==> src/pimc_pkg.sv <==
// Package: constants, register map and carrier types for the port block
`default_nettype none
package pimc_pkg;
	localparam int NPORT = 3;
	localparam int NPIN = 24;
	localparam int XBAR_PINS = 20;
	localparam int NFUNC = 13;
	localparam int EXT_PINS = 8;

	localparam logic [7:0] ADDR_PORT0 = 8'h80;
	localparam logic [7:0] ADDR_PORT1 = 8'h90;
	localparam logic [7:0] ADDR_PORT2 = 8'ha0;
	localparam logic [7:0] ADDR_TIMER_CTL = 8'h88;
	localparam logic [7:0] ADDR_EXT_CFG = 8'he4;
	localparam logic [7:0] ADDR_XBAR0 = 8'he1;
	localparam logic [7:0] ADDR_XBAR_CFG = 8'he5;
	localparam logic [7:0] ADDR_MATCH0 = 8'hd8;
	localparam logic [7:0] ADDR_MASK0 = 8'hdb;
	localparam logic [7:0] ADDR_SKIP0 = 8'hd4;

	localparam logic [7:0] PORT_RESET = 8'hff;
	localparam logic [7:0] ZERO_RESET = 8'h00;
	localparam logic [NPIN-1:0] SYNC_RESET = 24'hffffff;

	localparam int TCTL_EDGE_A = 0;
	localparam int TCTL_PEND_A = 1;
	localparam int TCTL_EDGE_B = 2;
	localparam int TCTL_PEND_B = 3;
	localparam int CFG_SEL_A = 0;
	localparam int CFG_POL_A = 3;
	localparam int CFG_SEL_B = 4;
	localparam int CFG_POL_B = 7;
	localparam int XCFG_SPI4 = 0;

	localparam int XB_UART = 0;
	localparam int XB_SPI = 1;
	localparam int XB_TWOWIRE = 2;
	localparam int XB_CMP_A = 3;
	localparam int XB_CMP_A_ASYNC = 4;
	localparam int XB_CMP_B = 5;
	localparam int XB_CMP_B_ASYNC = 6;
	localparam int XB_SYSCLK = 7;

	localparam int FN_UART_TX = 0;
	localparam int FN_UART_RX = 1;
	localparam int FN_SPI_SCK = 2;
	localparam int FN_SPI_NSS = 5;
	localparam int FN_TW_SDA = 6;
	localparam int FN_CMP_A = 8;
	localparam int FN_SYSCLK = 12;
	localparam int UART_TX_PIN = 4;
	localparam int UART_RX_PIN = 5;

	typedef struct packed {
		logic [7:0] addr;
		logic       wr;
		logic       rd;
		logic       rmw;
		logic [7:0] wdata;
	} pimc_sfr_req_t;

	typedef struct packed {
		logic [NFUNC-1:0] out;
		logic [NFUNC-1:0] oe;
	} pimc_periph_t;
endpackage
`default_nettype wire

==> src/pimc_top.sv <==
// Port I/O block: latches, pin reads, external interrupts, port match, crossbar
`default_nettype none
//
// Function
// - Each external input triggers on chosen edge or level with chosen polarity.
// - External inputs watch their pins regardless of crossbar routing.
// - Edge-mode pending flag clears when the core vectors to its handler.
// - Level-mode pending flag follows the active level of the input.
// - Mismatch when masked pins differ from masked expected value on any port.
// - Mismatch event drives both an interrupt request and a wake-up.
// - Match comparison uses real pin levels whatever the routing.
// - Port writes go to a latch that drives the pins the crossbar does not route.
// - Plain port reads return pin levels, even for routed pins.
// - Read-modify-write accesses to ports read the latch instead.
// - Pins go to enabled peripherals in fixed priority order.
// - First crossbar register holds eight enables, all reset to zero.
// - UART transmit and receive sit on fixed pins four and five.
// - SPI takes three or four pins depending on its configuration.
// - Each placed signal after UART takes the lowest free, unskipped pin.
module pimc_top (
	input  wire logic                           clock,
	input  wire logic                           rst_b,
	input  wire pimc_pkg::pimc_sfr_req_t        sfr_req,
	output logic      [7:0]                     sfr_rdata,
	input  wire logic [1:0]                     irq_ack,
	output logic                                ext_irq_a,
	output logic                                ext_irq_b,
	output logic                                irq_port_match,
	output logic                                wake_port_match,
	input  wire pimc_pkg::pimc_periph_t         periph,
	output logic      [pimc_pkg::NFUNC-1:0]     periph_in,
	input  wire logic [pimc_pkg::NPIN-1:0]      pin_in,
	output logic      [pimc_pkg::NPIN-1:0]      pin_out,
	output logic      [pimc_pkg::NPIN-1:0]      pin_oe
);
	logic [pimc_pkg::NPORT-1:0][7:0]  port_latch;
	logic [pimc_pkg::NPORT-1:0][7:0]  port_expected_value;
	logic [pimc_pkg::NPORT-1:0][7:0]  port_compare_select;
	logic [pimc_pkg::NPORT-1:0][7:0]  port_skip_bits;
	logic [7:0]                       crossbar_enable_first;
	logic [7:0]                       ext_irq_config;
	logic                             spi_four_wire;
	logic [1:0]                       edge_sel;
	logic [1:0]                       pending;
	logic [1:0]                       prev_active;
	logic [pimc_pkg::NPIN-1:0]        pin_level;
	logic [pimc_pkg::NPORT-1:0][7:0]  pin_port;
	logic [1:0]                       active;
	logic [1:0]                       fire;
	logic [1:0][2:0]                  ext_sel;
	logic [1:0]                       ext_pol;
	logic                             wr_tctl;
	logic                             mismatch;
	logic [7:0]                       next_rdata;
	logic [pimc_pkg::NPIN-1:0]        pin_valid;
	logic [pimc_pkg::NPIN-1:0][3:0]   pin_func;
	logic [pimc_pkg::NFUNC-1:0]       func_valid;
	logic [pimc_pkg::NFUNC-1:0][4:0]  func_pin;
	logic [pimc_pkg::NPORT-1:0][7:0]  port_addr;
	logic [pimc_pkg::NPORT-1:0][7:0]  match_addr;
	logic [pimc_pkg::NPORT-1:0][7:0]  mask_addr;
	logic [pimc_pkg::NPORT-1:0][7:0]  skip_addr;

	assign port_addr = {pimc_pkg::ADDR_PORT2, pimc_pkg::ADDR_PORT1, pimc_pkg::ADDR_PORT0};
	assign match_addr = {pimc_pkg::ADDR_MATCH0 + 8'h02,
		pimc_pkg::ADDR_MATCH0 + 8'h01, pimc_pkg::ADDR_MATCH0};
	assign mask_addr = {pimc_pkg::ADDR_MASK0 + 8'h02,
		pimc_pkg::ADDR_MASK0 + 8'h01, pimc_pkg::ADDR_MASK0};
	assign skip_addr = {pimc_pkg::ADDR_SKIP0 + 8'h02,
		pimc_pkg::ADDR_SKIP0 + 8'h01, pimc_pkg::ADDR_SKIP0};

	// Pin synchroniser feeding interrupts, match and port reads
	pimc_sync #(
		.W(pimc_pkg::NPIN)
	) u_sync (
		.clock    (clock),
		.rst_b    (rst_b),
		.async_in (pin_in),
		.stable   (pin_level)
	);

	assign pin_port = pin_level;

	// Crossbar placement
	pimc_xbar u_xbar (
		.crossbar_enables (crossbar_enable_first),
		.spi_four_wire    (spi_four_wire),
		.port_skip_bits   (port_skip_bits),
		.pin_valid        (pin_valid),
		.pin_func         (pin_func),
		.func_valid       (func_valid),
		.func_pin         (func_pin)
	);

	// Port output latches
	always_ff @(posedge clock) begin
		if (!rst_b) begin
			port_latch <= {pimc_pkg::NPORT{pimc_pkg::PORT_RESET}};
		end else begin
			for (int n = 0; n < pimc_pkg::NPORT; n++) begin
				if (sfr_req.wr && sfr_req.addr == port_addr[n]) begin
					port_latch[n] <= sfr_req.wdata;
				end
			end
		end
	end

	// Match registers
	always_ff @(posedge clock) begin
		if (!rst_b) begin
			port_expected_value <= '0;
		end else begin
			for (int n = 0; n < pimc_pkg::NPORT; n++) begin
				if (sfr_req.wr && sfr_req.addr == match_addr[n]) begin
					port_expected_value[n] <= sfr_req.wdata;
				end
			end
		end
	end

	// Mask registers
	always_ff @(posedge clock) begin
		if (!rst_b) begin
			port_compare_select <= '0;
		end else begin
			for (int n = 0; n < pimc_pkg::NPORT; n++) begin
				if (sfr_req.wr && sfr_req.addr == mask_addr[n]) begin
					port_compare_select[n] <= sfr_req.wdata;
				end
			end
		end
	end

	// Skip registers
	always_ff @(posedge clock) begin
		if (!rst_b) begin
			port_skip_bits <= '0;
		end else begin
			for (int n = 0; n < pimc_pkg::NPORT; n++) begin
				if (sfr_req.wr && sfr_req.addr == skip_addr[n]) begin
					port_skip_bits[n] <= sfr_req.wdata;
				end
			end
		end
	end

	// Crossbar enables
	always_ff @(posedge clock) begin
		if (!rst_b) begin
			crossbar_enable_first <= pimc_pkg::ZERO_RESET;
		end else if (sfr_req.wr && sfr_req.addr == pimc_pkg::ADDR_XBAR0) begin
			crossbar_enable_first <= sfr_req.wdata;
		end
	end

	// External interrupt pin and polarity selection
	always_ff @(posedge clock) begin
		if (!rst_b) begin
			ext_irq_config <= pimc_pkg::ZERO_RESET;
		end else if (sfr_req.wr && sfr_req.addr == pimc_pkg::ADDR_EXT_CFG) begin
			ext_irq_config <= sfr_req.wdata;
		end
	end

	// SPI pin count selection
	always_ff @(posedge clock) begin
		if (!rst_b) begin
			spi_four_wire <= 1'b0;
		end else if (sfr_req.wr && sfr_req.addr == pimc_pkg::ADDR_XBAR_CFG) begin
			spi_four_wire <= sfr_req.wdata[pimc_pkg::XCFG_SPI4];
		end
	end

	// External interrupt input selection and activity
	assign ext_sel[0] = ext_irq_config[pimc_pkg::CFG_SEL_A +: 3];
	assign ext_sel[1] = ext_irq_config[pimc_pkg::CFG_SEL_B +: 3];
	assign ext_pol[0] = ext_irq_config[pimc_pkg::CFG_POL_A];
	assign ext_pol[1] = ext_irq_config[pimc_pkg::CFG_POL_B];
	assign wr_tctl = sfr_req.wr && sfr_req.addr == pimc_pkg::ADDR_TIMER_CTL;

	always_comb begin
		for (int c = 0; c < 2; c++) begin
			active[c] = pin_port[0][ext_sel[c]] == ext_pol[c];
			fire[c] = active[c] & ~prev_active[c];
		end
	end

	always_ff @(posedge clock) begin
		if (!rst_b) begin
			prev_active <= '0;
		end else begin
			prev_active <= active;
		end
	end

	always_ff @(posedge clock) begin
		if (!rst_b) begin
			edge_sel <= '0;
		end else if (wr_tctl) begin
			edge_sel[0] <= sfr_req.wdata[pimc_pkg::TCTL_EDGE_A];
			edge_sel[1] <= sfr_req.wdata[pimc_pkg::TCTL_EDGE_B];
		end
	end

	// Pending flags; a fresh edge wins over any clear in the same cycle
	always_ff @(posedge clock) begin
		if (!rst_b) begin
			pending <= '0;
		end else begin
			for (int c = 0; c < 2; c++) begin
				if (!edge_sel[c]) begin
					pending[c] <= active[c];
				end else if (fire[c]) begin
					pending[c] <= 1'b1;
				end else if (wr_tctl) begin
					pending[c] <= sfr_req.wdata[c == 0 ? pimc_pkg::TCTL_PEND_A
						: pimc_pkg::TCTL_PEND_B];
				end else if (irq_ack[c]) begin
					pending[c] <= 1'b0;
				end
			end
		end
	end

	assign ext_irq_a = pending[0];
	assign ext_irq_b = pending[1];

	// Port match comparison on synchronised pin levels
	always_comb begin
		mismatch = 1'b0;
		for (int n = 0; n < pimc_pkg::NPORT; n++) begin
			if ((pin_port[n] & port_compare_select[n])
				!= (port_expected_value[n] & port_compare_select[n])) begin
				mismatch = 1'b1;
			end
		end
	end

	// Mismatch interrupt request
	always_ff @(posedge clock) begin
		if (!rst_b) begin
			irq_port_match <= 1'b0;
		end else begin
			irq_port_match <= mismatch;
		end
	end

	// Mismatch wake-up, kept apart so low-power logic can take it alone
	always_ff @(posedge clock) begin
		if (!rst_b) begin
			wake_port_match <= 1'b0;
		end else begin
			wake_port_match <= mismatch;
		end
	end

	// Register read path
	always_comb begin
		next_rdata = 8'h00;
		for (int n = 0; n < pimc_pkg::NPORT; n++) begin
			if (sfr_req.addr == port_addr[n]) begin
				next_rdata = sfr_req.rmw ? port_latch[n] : pin_port[n];
			end
			if (sfr_req.addr == match_addr[n]) begin
				next_rdata = port_expected_value[n];
			end
			if (sfr_req.addr == mask_addr[n]) begin
				next_rdata = port_compare_select[n];
			end
			if (sfr_req.addr == skip_addr[n]) begin
				next_rdata = port_skip_bits[n];
			end
		end
		case (sfr_req.addr)
			pimc_pkg::ADDR_XBAR0: begin
				next_rdata = crossbar_enable_first;
			end
			pimc_pkg::ADDR_EXT_CFG: begin
				next_rdata = ext_irq_config;
			end
			pimc_pkg::ADDR_XBAR_CFG: begin
				next_rdata = {7'h00, spi_four_wire};
			end
			pimc_pkg::ADDR_TIMER_CTL: begin
				next_rdata = {4'h0, pending[1], edge_sel[1], pending[0], edge_sel[0]};
			end
			default: begin
			end
		endcase
	end

	always_ff @(posedge clock) begin
		if (!rst_b) begin
			sfr_rdata <= 8'h00;
		end else if (sfr_req.rd) begin
			sfr_rdata <= next_rdata;
		end
	end

	// Pin drivers: routed peripheral, else open-drain latch
	always_comb begin
		for (int p = 0; p < pimc_pkg::NPIN; p++) begin
			if (pin_valid[p]) begin
				pin_out[p] = periph.out[pin_func[p]];
				pin_oe[p] = periph.oe[pin_func[p]];
			end else begin
				pin_out[p] = 1'b0;
				pin_oe[p] = ~port_latch[p / 8][p % 8];
			end
		end
	end

	// Peripheral inputs taken from their assigned pins
	always_comb begin
		for (int f = 0; f < pimc_pkg::NFUNC; f++) begin
			periph_in[f] = func_valid[f] ? pin_in[func_pin[f]] : 1'b1;
		end
	end
endmodule
`default_nettype wire

==> src/pimc_sync.sv <==
// Three-flop pin synchroniser with agreement filter
`default_nettype none
module pimc_sync #(
	parameter int W = 8
) (
	input  wire logic         clock,
	input  wire logic         rst_b,
	input  wire logic [W-1:0] async_in,
	output logic      [W-1:0] stable
);
	logic [W-1:0] s1;
	logic [W-1:0] s2;
	logic [W-1:0] s3;

	always_ff @(posedge clock) begin
		if (!rst_b) begin
			s1 <= '1;
			s2 <= '1;
			s3 <= '1;
		end else begin
			s1 <= async_in;
			s2 <= s1;
			s3 <= s2;
		end
	end

	// Accept a bit only once the second and third stages agree
	always_ff @(posedge clock) begin
		if (!rst_b) begin
			stable <= '1;
		end else begin
			for (int i = 0; i < W; i++) begin
				if (s2[i] == s3[i]) begin
					stable[i] <= s3[i];
				end
			end
		end
	end
endmodule
`default_nettype wire

==> src/pimc_xbar.sv <==
// Priority crossbar placement of peripheral signals onto pins
`default_nettype none
module pimc_xbar (
	input  wire logic [7:0]                     crossbar_enables,
	input  wire logic                           spi_four_wire,
	input  wire logic [pimc_pkg::NPIN-1:0]      port_skip_bits,
	output logic      [pimc_pkg::NPIN-1:0]      pin_valid,
	output logic      [pimc_pkg::NPIN-1:0][3:0] pin_func,
	output logic      [pimc_pkg::NFUNC-1:0]     func_valid,
	output logic      [pimc_pkg::NFUNC-1:0][4:0] func_pin
);
	logic [pimc_pkg::NFUNC-1:0] want;
	logic [pimc_pkg::NPIN-1:0]  taken;
	logic                       found;

	always_comb begin
		want = '0;
		want[pimc_pkg::FN_SPI_SCK +: 3] = {3{crossbar_enables[pimc_pkg::XB_SPI]}};
		want[pimc_pkg::FN_SPI_NSS] = crossbar_enables[pimc_pkg::XB_SPI] & spi_four_wire;
		want[pimc_pkg::FN_TW_SDA +: 2] = {2{crossbar_enables[pimc_pkg::XB_TWOWIRE]}};
		want[pimc_pkg::FN_CMP_A] = crossbar_enables[pimc_pkg::XB_CMP_A];
		want[pimc_pkg::FN_CMP_A + 1] = crossbar_enables[pimc_pkg::XB_CMP_A_ASYNC];
		want[pimc_pkg::FN_CMP_A + 2] = crossbar_enables[pimc_pkg::XB_CMP_B];
		want[pimc_pkg::FN_CMP_A + 3] = crossbar_enables[pimc_pkg::XB_CMP_B_ASYNC];
		want[pimc_pkg::FN_SYSCLK] = crossbar_enables[pimc_pkg::XB_SYSCLK];
	end

	always_comb begin
		taken = '0;
		pin_valid = '0;
		pin_func = '0;
		func_valid = '0;
		func_pin = '0;
		found = 1'b0;
		// UART sits on fixed pins ahead of everything else
		if (crossbar_enables[pimc_pkg::XB_UART]) begin
			taken[pimc_pkg::UART_TX_PIN] = 1'b1;
			taken[pimc_pkg::UART_RX_PIN] = 1'b1;
			pin_valid[pimc_pkg::UART_TX_PIN] = 1'b1;
			pin_valid[pimc_pkg::UART_RX_PIN] = 1'b1;
			pin_func[pimc_pkg::UART_TX_PIN] = 4'(pimc_pkg::FN_UART_TX);
			pin_func[pimc_pkg::UART_RX_PIN] = 4'(pimc_pkg::FN_UART_RX);
			func_valid[pimc_pkg::FN_UART_TX] = 1'b1;
			func_valid[pimc_pkg::FN_UART_RX] = 1'b1;
			func_pin[pimc_pkg::FN_UART_TX] = 5'(pimc_pkg::UART_TX_PIN);
			func_pin[pimc_pkg::FN_UART_RX] = 5'(pimc_pkg::UART_RX_PIN);
		end
		// Remaining signals in priority order take the lowest free pin
		for (int f = pimc_pkg::FN_SPI_SCK; f < pimc_pkg::NFUNC; f++) begin
			found = 1'b0;
			for (int p = 0; p < pimc_pkg::XBAR_PINS; p++) begin
				if (want[f] && !found && !taken[p] && !port_skip_bits[p]) begin
					found = 1'b1;
					taken[p] = 1'b1;
					pin_valid[p] = 1'b1;
					pin_func[p] = 4'(f);
					func_valid[f] = 1'b1;
					func_pin[f] = 5'(p);
				end
			end
		end
	end
endmodule
`default_nettype wire

==> config.mk <==
export PLATFORM = sky130hd
export DESIGN_NAME = pimc_top
export DESIGN_NICKNAME = d
export VERILOG_FILES = /design/src/pimc_pkg.sv /design/src/pimc_top.sv /design/src/pimc_sync.sv /design/src/pimc_xbar.sv
export SDC_FILE = /design/constraint.sdc
export NUM_CORES = 2
export LEC_CHECK = 0
export BUFFER_PORTS_ARGS = -buffer_cell sky130_fd_sc_hd__buf_2
export CAP_MARGIN = 10
export CORE_UTILIZATION = 40
export CTS_CLUSTER_SIZE = 40
export DETAILED_ROUTE_END_ITERATION = 8
export GPL_TIMING_DRIVEN = 0
export PLACE_DENSITY = 0.59
export SYNTH_ARGS = -nofsm -noshare
export SYNTH_HDL_FRONTEND = slang
export SYNTH_SLANG_ARGS = --single-unit
==> constraint.sdc <==
create_clock -name clock -period 10.6 [get_ports clock]
set_clock_uncertainty 0.2 [all_clocks]
set_input_delay 1.06 -clock clock [delete_from_list [all_inputs] [get_ports clock]]
set_output_delay 1.06 -clock clock [all_outputs]
set_load 0.03 [all_outputs]
Word-level counts from Yosys, hierarchy flattened:

Cells that the tools add are included.

* register bits after elaboration: 224
* output and inout bits: 73
* word-level logic and storage cells: 2302

* order comparisons: 35
* equal/unequal tests: 47
* muxes and demuxes: 1061
* bitwise operators: 35
* reductions and logical operators: 1076

Operator list (number)
* two-way mux 4 bit: 212
* logical AND 1 bit: 646
* two-way mux 1 bit: 569
* logical NOT 1 bit: 430
* two-way mux 5 bit: 59
* two-way mux 3 bit: 96
* binary-select mux 1 bit (select 4 bit): 40
* == test 8 bit, second input constant: 16
* two-way mux 8 bit: 16
* two-way mux 2 bit: 53
* < comparator 4 x 5 -> 1 bit, second input constant: 20
* < comparator 5 x 6 -> 1 bit, second input constant: 13
* binary-select mux 1 bit (select 5 bit): 13
* bitwise AND 8 bit: 6
* one-hot mux 8 bit (4 select lines): 1
* == test 1 bit: 26
* inverter 1 bit: 26
* inequality test 8 bit: 3
* < comparator 3 x 4 -> 1 bit, second input constant: 2
* inequality test 4 x 2 -> 1 bit, second input constant: 2
* binary-select mux 1 bit (select 3 bit): 2
* bitwise AND 1 bit: 3

Depth between registers and ports, before layout:

* depth after elaboration: 141
* depth in mapped cells: 30

Cells and area by module:

A second synthesis with hierarchy kept.

* cell total of the unflattened synthesis: 3257
* area, all modules: 27284.9 um2

Modules (own cells, without submodules)
* pimc_top: instances 1, cells each 1430, area each 15060.7 um2, seq. area each 2562.5 um2
* pimc_xbar: instances 1, cells each 1577, area each 9357.7 um2, seq. area each 0.0 um2
* pimc_sync: instances 1, cells each 250, area each 2866.5 um2, seq. area each 1921.8 um2

Worst setup path after synthesis:

OpenSTA, ideal clock, no wires.

* kind: reg-to-output
* from: register port_skip_bits[2] in the netlist's numbering
* to: output port pin_out[18] in the netlist's numbering
* arrival time: 7.159 ns
* required time: 9.340 ns
* path slack: 2.181 ns
* cell stages (with the launch flop): 26
* buffers on the path: 5
* cells stage by stage: dfxtp_1 > buf_4 > and3_1 > buf_4 > a211oi_2 > o311a_1 > or4_1 > buf_2 > or3_4 > a2111o_1 > and2_1 > buf_4 > maj3_2 > or3_1 > nor3b_4 > or4_1 > buf_2 > o221a_4 > nor2_2 > o21ai_2 > a211oi_2 > o21ai_0 > nand2_1 > mux2_2 > o211a_1 > a211oi_1

* word-level cells in the longest chain between the ends: 126
* elaborated cells on any way between the ends: 1243
* classes of those cells: mux (361); reduce/logical (882)

RTL lines
* from (decl): line pimc_top.sv:39 `logic [pimc_pkg::NPORT-1:0][7:0] port_skip_bits;`
* from (signal, indexed assignment): line pimc_top.sv:141 `port_skip_bits[n] <= sfr_req.wdata;`
* logical NOT 1 bit (*): line pimc_xbar.sv:52 `if (want[f] && !found && !taken[p] && !port_skip_bits[p]) begin`
* logical AND 1 bit: line pimc_xbar.sv:52
* two-way mux 1 bit: line pimc_xbar.sv:52
* logical NOT 1 bit: line pimc_xbar.sv:52
* logical AND 1 bit (2 in a row): line pimc_xbar.sv:52
* two-way mux 1 bit: line pimc_xbar.sv:52
* logical NOT 1 bit: line pimc_xbar.sv:52
* logical AND 1 bit (2 in a row): line pimc_xbar.sv:52
* [... 107 more ...]
* two-way mux 1 bit or logical AND 1 bit (tied branches): line pimc_xbar.sv:52
* logical NOT 1 bit or two-way mux 1 bit (tied branches): line pimc_xbar.sv:52
* logical AND 1 bit or logical NOT 1 bit (tied branches): line pimc_xbar.sv:52
* logical AND 1 bit (2 in a row): line pimc_xbar.sv:52
* two-way mux 4 bit: line pimc_xbar.sv:52
* binary-select mux 1 bit (select 4 bit): line pimc_top.sv:304 `pin_out[p] = periph.out[pin_func[p]];`
* two-way mux 1 bit (implied by the code): line pimc_top.sv:304
* two-way mux 1 bit (*): line pimc_top.sv:303 `if (pin_valid[p]) begin`
* to (decl): line pimc_top.sv:33 `output logic [pimc_pkg::NPIN-1:0] pin_out,`

Mark *: on every way between the ends. The rest lies on a longest branch, timed or not. The select of a mux whose other input is x is not followed.

Worst setup path in the final report:

* from: register crossbar_enable_first[0]
* to: output port periph_in[12] in the netlist's numbering

* word-level cells in the longest chain between the ends: 123
* elaborated cells on any way between the ends: 1176
* classes of those cells: mux (346); reduce/logical (830)

RTL lines
* from (decl): line pimc_top.sv:40 `logic [7:0] crossbar_enable_first;`
* from (signal assigned): line pimc_top.sv:150 `crossbar_enable_first <= pimc_pkg::ZERO_RESET;`
* from (signal assigned): line pimc_top.sv:152 `crossbar_enable_first <= sfr_req.wdata;`
* two-way mux 2 bit (*): line pimc_xbar.sv:36 `if (crossbar_enables[pimc_pkg::XB_UART]) begin`
* logical NOT 1 bit: line pimc_xbar.sv:52
* logical AND 1 bit (2 in a row): line pimc_xbar.sv:52
* two-way mux 1 bit: line pimc_xbar.sv:52
* logical NOT 1 bit: line pimc_xbar.sv:52
* logical AND 1 bit (2 in a row): line pimc_xbar.sv:52
* two-way mux 1 bit or logical AND 1 bit (tied branches): line pimc_xbar.sv:52
* logical NOT 1 bit or two-way mux 1 bit (tied branches): line pimc_xbar.sv:52
* [... 104 more ...]
* two-way mux 1 bit or logical AND 1 bit (tied branches): line pimc_xbar.sv:52
* logical NOT 1 bit or two-way mux 1 bit (tied branches): line pimc_xbar.sv:52
* logical AND 1 bit or logical NOT 1 bit (tied branches): line pimc_xbar.sv:52
* logical AND 1 bit (2 in a row): line pimc_xbar.sv:52
* two-way mux 5 bit: line pimc_xbar.sv:52
* binary-select mux 1 bit (select 5 bit): line pimc_top.sv:316 `periph_in[f] = func_valid[f] ? pin_in[func_pin[f]] : 1'b1;`
* two-way mux 1 bit (implied by the code): line pimc_top.sv:316
* two-way mux 1 bit (*): line pimc_top.sv:316
* to (decl): line pimc_top.sv:31 `output logic [pimc_pkg::NFUNC-1:0] periph_in,`

Marked as above.

==> results.md <==
Run status:
- The run finished with clean final reports.

Die:
- The number of placement rows is 92.
- The floorplan step defined a die boundary enclosing 0.0647 mm^2.
- The total area inside the core boundary comes to 0.0630 mm^2.
- The die is 254 um tall.
- 146 I/O pins were placed.
- The width of the die is 254 um.
- The initial standard-cell utilization of the core is 40.5%.

Global route:
- The remaining global-route overflow is 0.
- The number of global-route vias before repair was 27981.
- The global-route total usage across every layer is 41.5%.
- The first global-routing pass estimated 196 mm of wire.
- The initial antenna violation count was 0.
- Entering global routing, the biggest net connects 20 pins.

Yosys:
- The cell area after technology mapping is 0.0255 mm^2.
- The synthesized design contains 0 enable-type register cells.
- The average size of a mapped cell is 6.99 um^2.
- The count of distinct cell types in the synthesized netlist is 113.
- The fraction of the yosys area taken by sequential cells is 17.6%.
- After synthesis, the share of flip-flops with an asynchronous set or reset is 0%.
- Counting every instance in the synthesized netlist gives 3646.
- The most common flop cell mapped by yosys is dfxtp_1.
- Counting flops and latches in the post-synthesis netlist gives 224.
- The Yosys step of the flow raised 0 warnings.

Placement:
- Port buffering added 126 buffers.
- The cell area reported after detailed placement is 0.0273 mm^2.
- The routability-driven placement congestion ratio is 1.05.
- The number of instances in the placed design is 4632.
- The worst slack at placement is -0.632 ns.
- The detailed placement HPWL is 111 mm.

Layout:
- The top cell types in the final layout, fill and taps aside, are nand2_1, nor2_1, a21oi_1.
- Compared with the post-synthesis result, the final layout area differs by 11.3%.
- The finished layout holds 4672 standard cells, fillers aside.
- The library cell used most frequently in the layout, excluding fill and tap cells, is nand2_1.
- The fill cell total of the finished layout is 6758.
- Of the cells placed in the final design, the portion with a size suffix greater than 1 is 12.3%.
- The number of diodes is 0.
- At the end of the flow, the number of nets in the layout was 3887.
- Summing all non-filler instances in the final layout gives an area of 0.0283 mm^2.
- Cells fill 45.0% of the core in the end.

Min path:
- The path class of the tightest hold or removal check is register to register.

Critical path:
- In this design, the critical path's most frequently occurring cell is buf_2.
- The endpoint class of the critical path is a primary output.
- The data required time of the critical path is 9.34 ns.
- For the worst setup path, the data arrival time is 9.18 ns.
- The slowest library cell on the worst path is a211oi_2.
- By startpoint and endpoint, the worst setup path is classified as register to primary output.
- The largest single stage delay on the critical path is 0.56 ns.
- Counting both buffers and inverters, the worst setup path holds a total of 6.
- STA classifies the critical path startpoint as a register.
- In this run the worst path has a maximum fanout of 10.
- The family with the most delay on the worst path is compound AO/OA/AOI/OAI gates.

Timing:
- At the pin with the least slew margin, the transition time is 1.31 ns.
- The final hold violation count is 0.
- Setup repair after global routing could not meet its margin everywhere.
- The worst pin sits at a relative slew slack of 10.7%.
- The final critical-path setup slack is 0.158 ns.
- The final-layout worst hold slack is 0.208 ns.
- The ratio of final minimum period to clock period is 98.5%.
- The max-slew violation count is 0.
- The final setup violation count is 0.
- The maximum achievable frequency is 95.8 MHz.
- The minimum period implied by the final worst setup slack is 10.44 ns.
- The final-layout setup total negative slack is 0 ns.

Clock network:
- The CTS clock-pin slew for the worst setup and hold paths is 0.07 ns.
- The number of clock buffers added by TritonCTS is 21.
- The clock drives 224 sinks.
- The largest buffer count on any clock path is 3.
- TritonCTS built the clock tree.
- The clock root buffer is clkbuf_16.
- The maximum level of the CTS H-tree is 1.
- At the later pin of the worst-skew pair, clock insertion delay measures 0.54 ns.

Route:
- After detailed routing, the number of vias per cell comes to 6.69.
- The overall routed net length is 139 mm.
- The final routed DRC violation total is 0.
- The number of iterations in the first detailed-routing pass is 7.
- After detailed routing, the average wire length per cell comes to 29.8 um.
- The first routing iteration left 4462 violations.
- The final route contains 31238 vias.
- In this run the remaining antenna-violating nets after routing total 0.

Pwr:
- The power per standard cell area is 68.8 mW/mm^2.
- The design draws 1.95 mW.
- The analysis attributes to cell leakage a power of 11.4 nW.
- Across the VDD grid, the largest voltage drop is 140 uV.

Flow run:
- The tool flagged a number of max-cap violations equal to 0.
-- flip-flops by register name (all words and copies together) (netlist names), 8 cells and up --
| signal | flops |
|---|---|
| u_sync.s3 | 24 |
| u_sync.s1 | 24 |
| ext_irq_config | 8 |
| port_compare_select | 24 |
| crossbar_enable_first | 8 |
| u_sync.stable | 24 |
| port_latch | 24 |
| u_sync.s2 | 24 |
| port_skip_bits | 24 |
| port_expected_value | 24 |
| sfr_rdata | 8 |
-- Yosys cell counts (all sizes together) (13+ instances only) --
cell type	count	area [um^2]
o22ai	18	113
or4	23	176
and3	33	206
o211ai	111	838
nand2	448	1680
o31ai	23	186
buf	51	262
dfxtp	224	4480
xor2	26	228
nor2	352	1340
a22oi	24	180
nand4	45	297
nand3	191	956
clkbuf	246	923
a311oi	13	131
and2	29	181
mux2	101	1140
o211a	19	190
maj3	21	215
nor4	53	359
or3	36	230
a21oi	317	1590
nand2b	100	626
a211oi	120	921
a31oi	41	263
nor4b	17	161
mux2i	252	2520
a211o	15	131
inv	40	150
or2	33	206
o21ai	227	1150
nor3b	18	156
nor2b	37	231
a21o	19	143
mux4	22	495
a2111oi	21	215
nor3	86	445
-- per-layer routing --
metal / track usage (%) / vias up / routed length [um]
met4: 32.7 / 0 / 12500
met1: 52.2 / 14880 / 54900
met2: 63.7 / 1863 / 59600
met5: 0 / - / 0
met3: 5.94 / 453 / 12000
li1: - / 14042 / -
-- cell type report --
class	instances	area [um^2]	share of cell area, %
plain buffers	296	1190	4.18
clock buffers	29	616	2.17
clock inverters	6	96.3	0.340
inverters	41	154	0.543
multi-input cells	3087	20000	70.6
flip-flops and latches	224	4480	15.8
well taps	846	1060	3.73
repair buffers	143	738	2.60
-- power by group --
part | internal, mW | total (mW) | switching [mW] | leakage [nW]
Clock | 0.457 | 0.799 | 0.342 | 0.348
Combinational | 0.0906 | 0.288 | 0.197 | 9.19
Sequential | 0.855 | 0.863 | 0.00762 | 1.82
Total | 1.40 | 1.95 | 0.547 | 11.4
-- timing repair --
action / in CTS / in global routing
endpoints found under the setup margin: 18 / 19
pin swaps: 0 / 4
hold buffers: 0 / 0
buffers inserted: 0 / 5
gates resized for setup: 14 / 44
cloned: 0 / 0
endpoints found under the hold margin: 0 / 0
-- final timing paths --
path                                               from                         to  slack [ns]  cells after the start
hold / removal                 u_sync.s1[20]$_SDFF_PN1_   u_sync.s2[20]$_SDFF_PN1_        0.21                      1
hold reg to reg                u_sync.s1[20]$_SDFF_PN1_   u_sync.s2[20]$_SDFF_PN1_        0.21                      1
setup reg to reg  crossbar_enable_first[1]$_SDFFE_PN0P_  sfr_rdata[1]$_SDFFE_PN0P_        6.29                      9
setup / recovery  crossbar_enable_first[0]$_SDFFE_PN0P_              periph_in[12]        0.16                     26
-- cells by family (layout without fill, tap and decap cells) --
family,count (synthesis),after routing,share of synthesized area [%]
fa+ha+maj,21,21,0.845
flops,224,224,17.6
buf+inv,338,515,5.25
other cells,1,4,0.0147
simple gates,1536,1536,29.7
compound gates,1115,1115,29.0
mux,375,375,16.3
xor+xnor,36,36,1.24
Note: power is estimated with default switching activity, not from simulation.
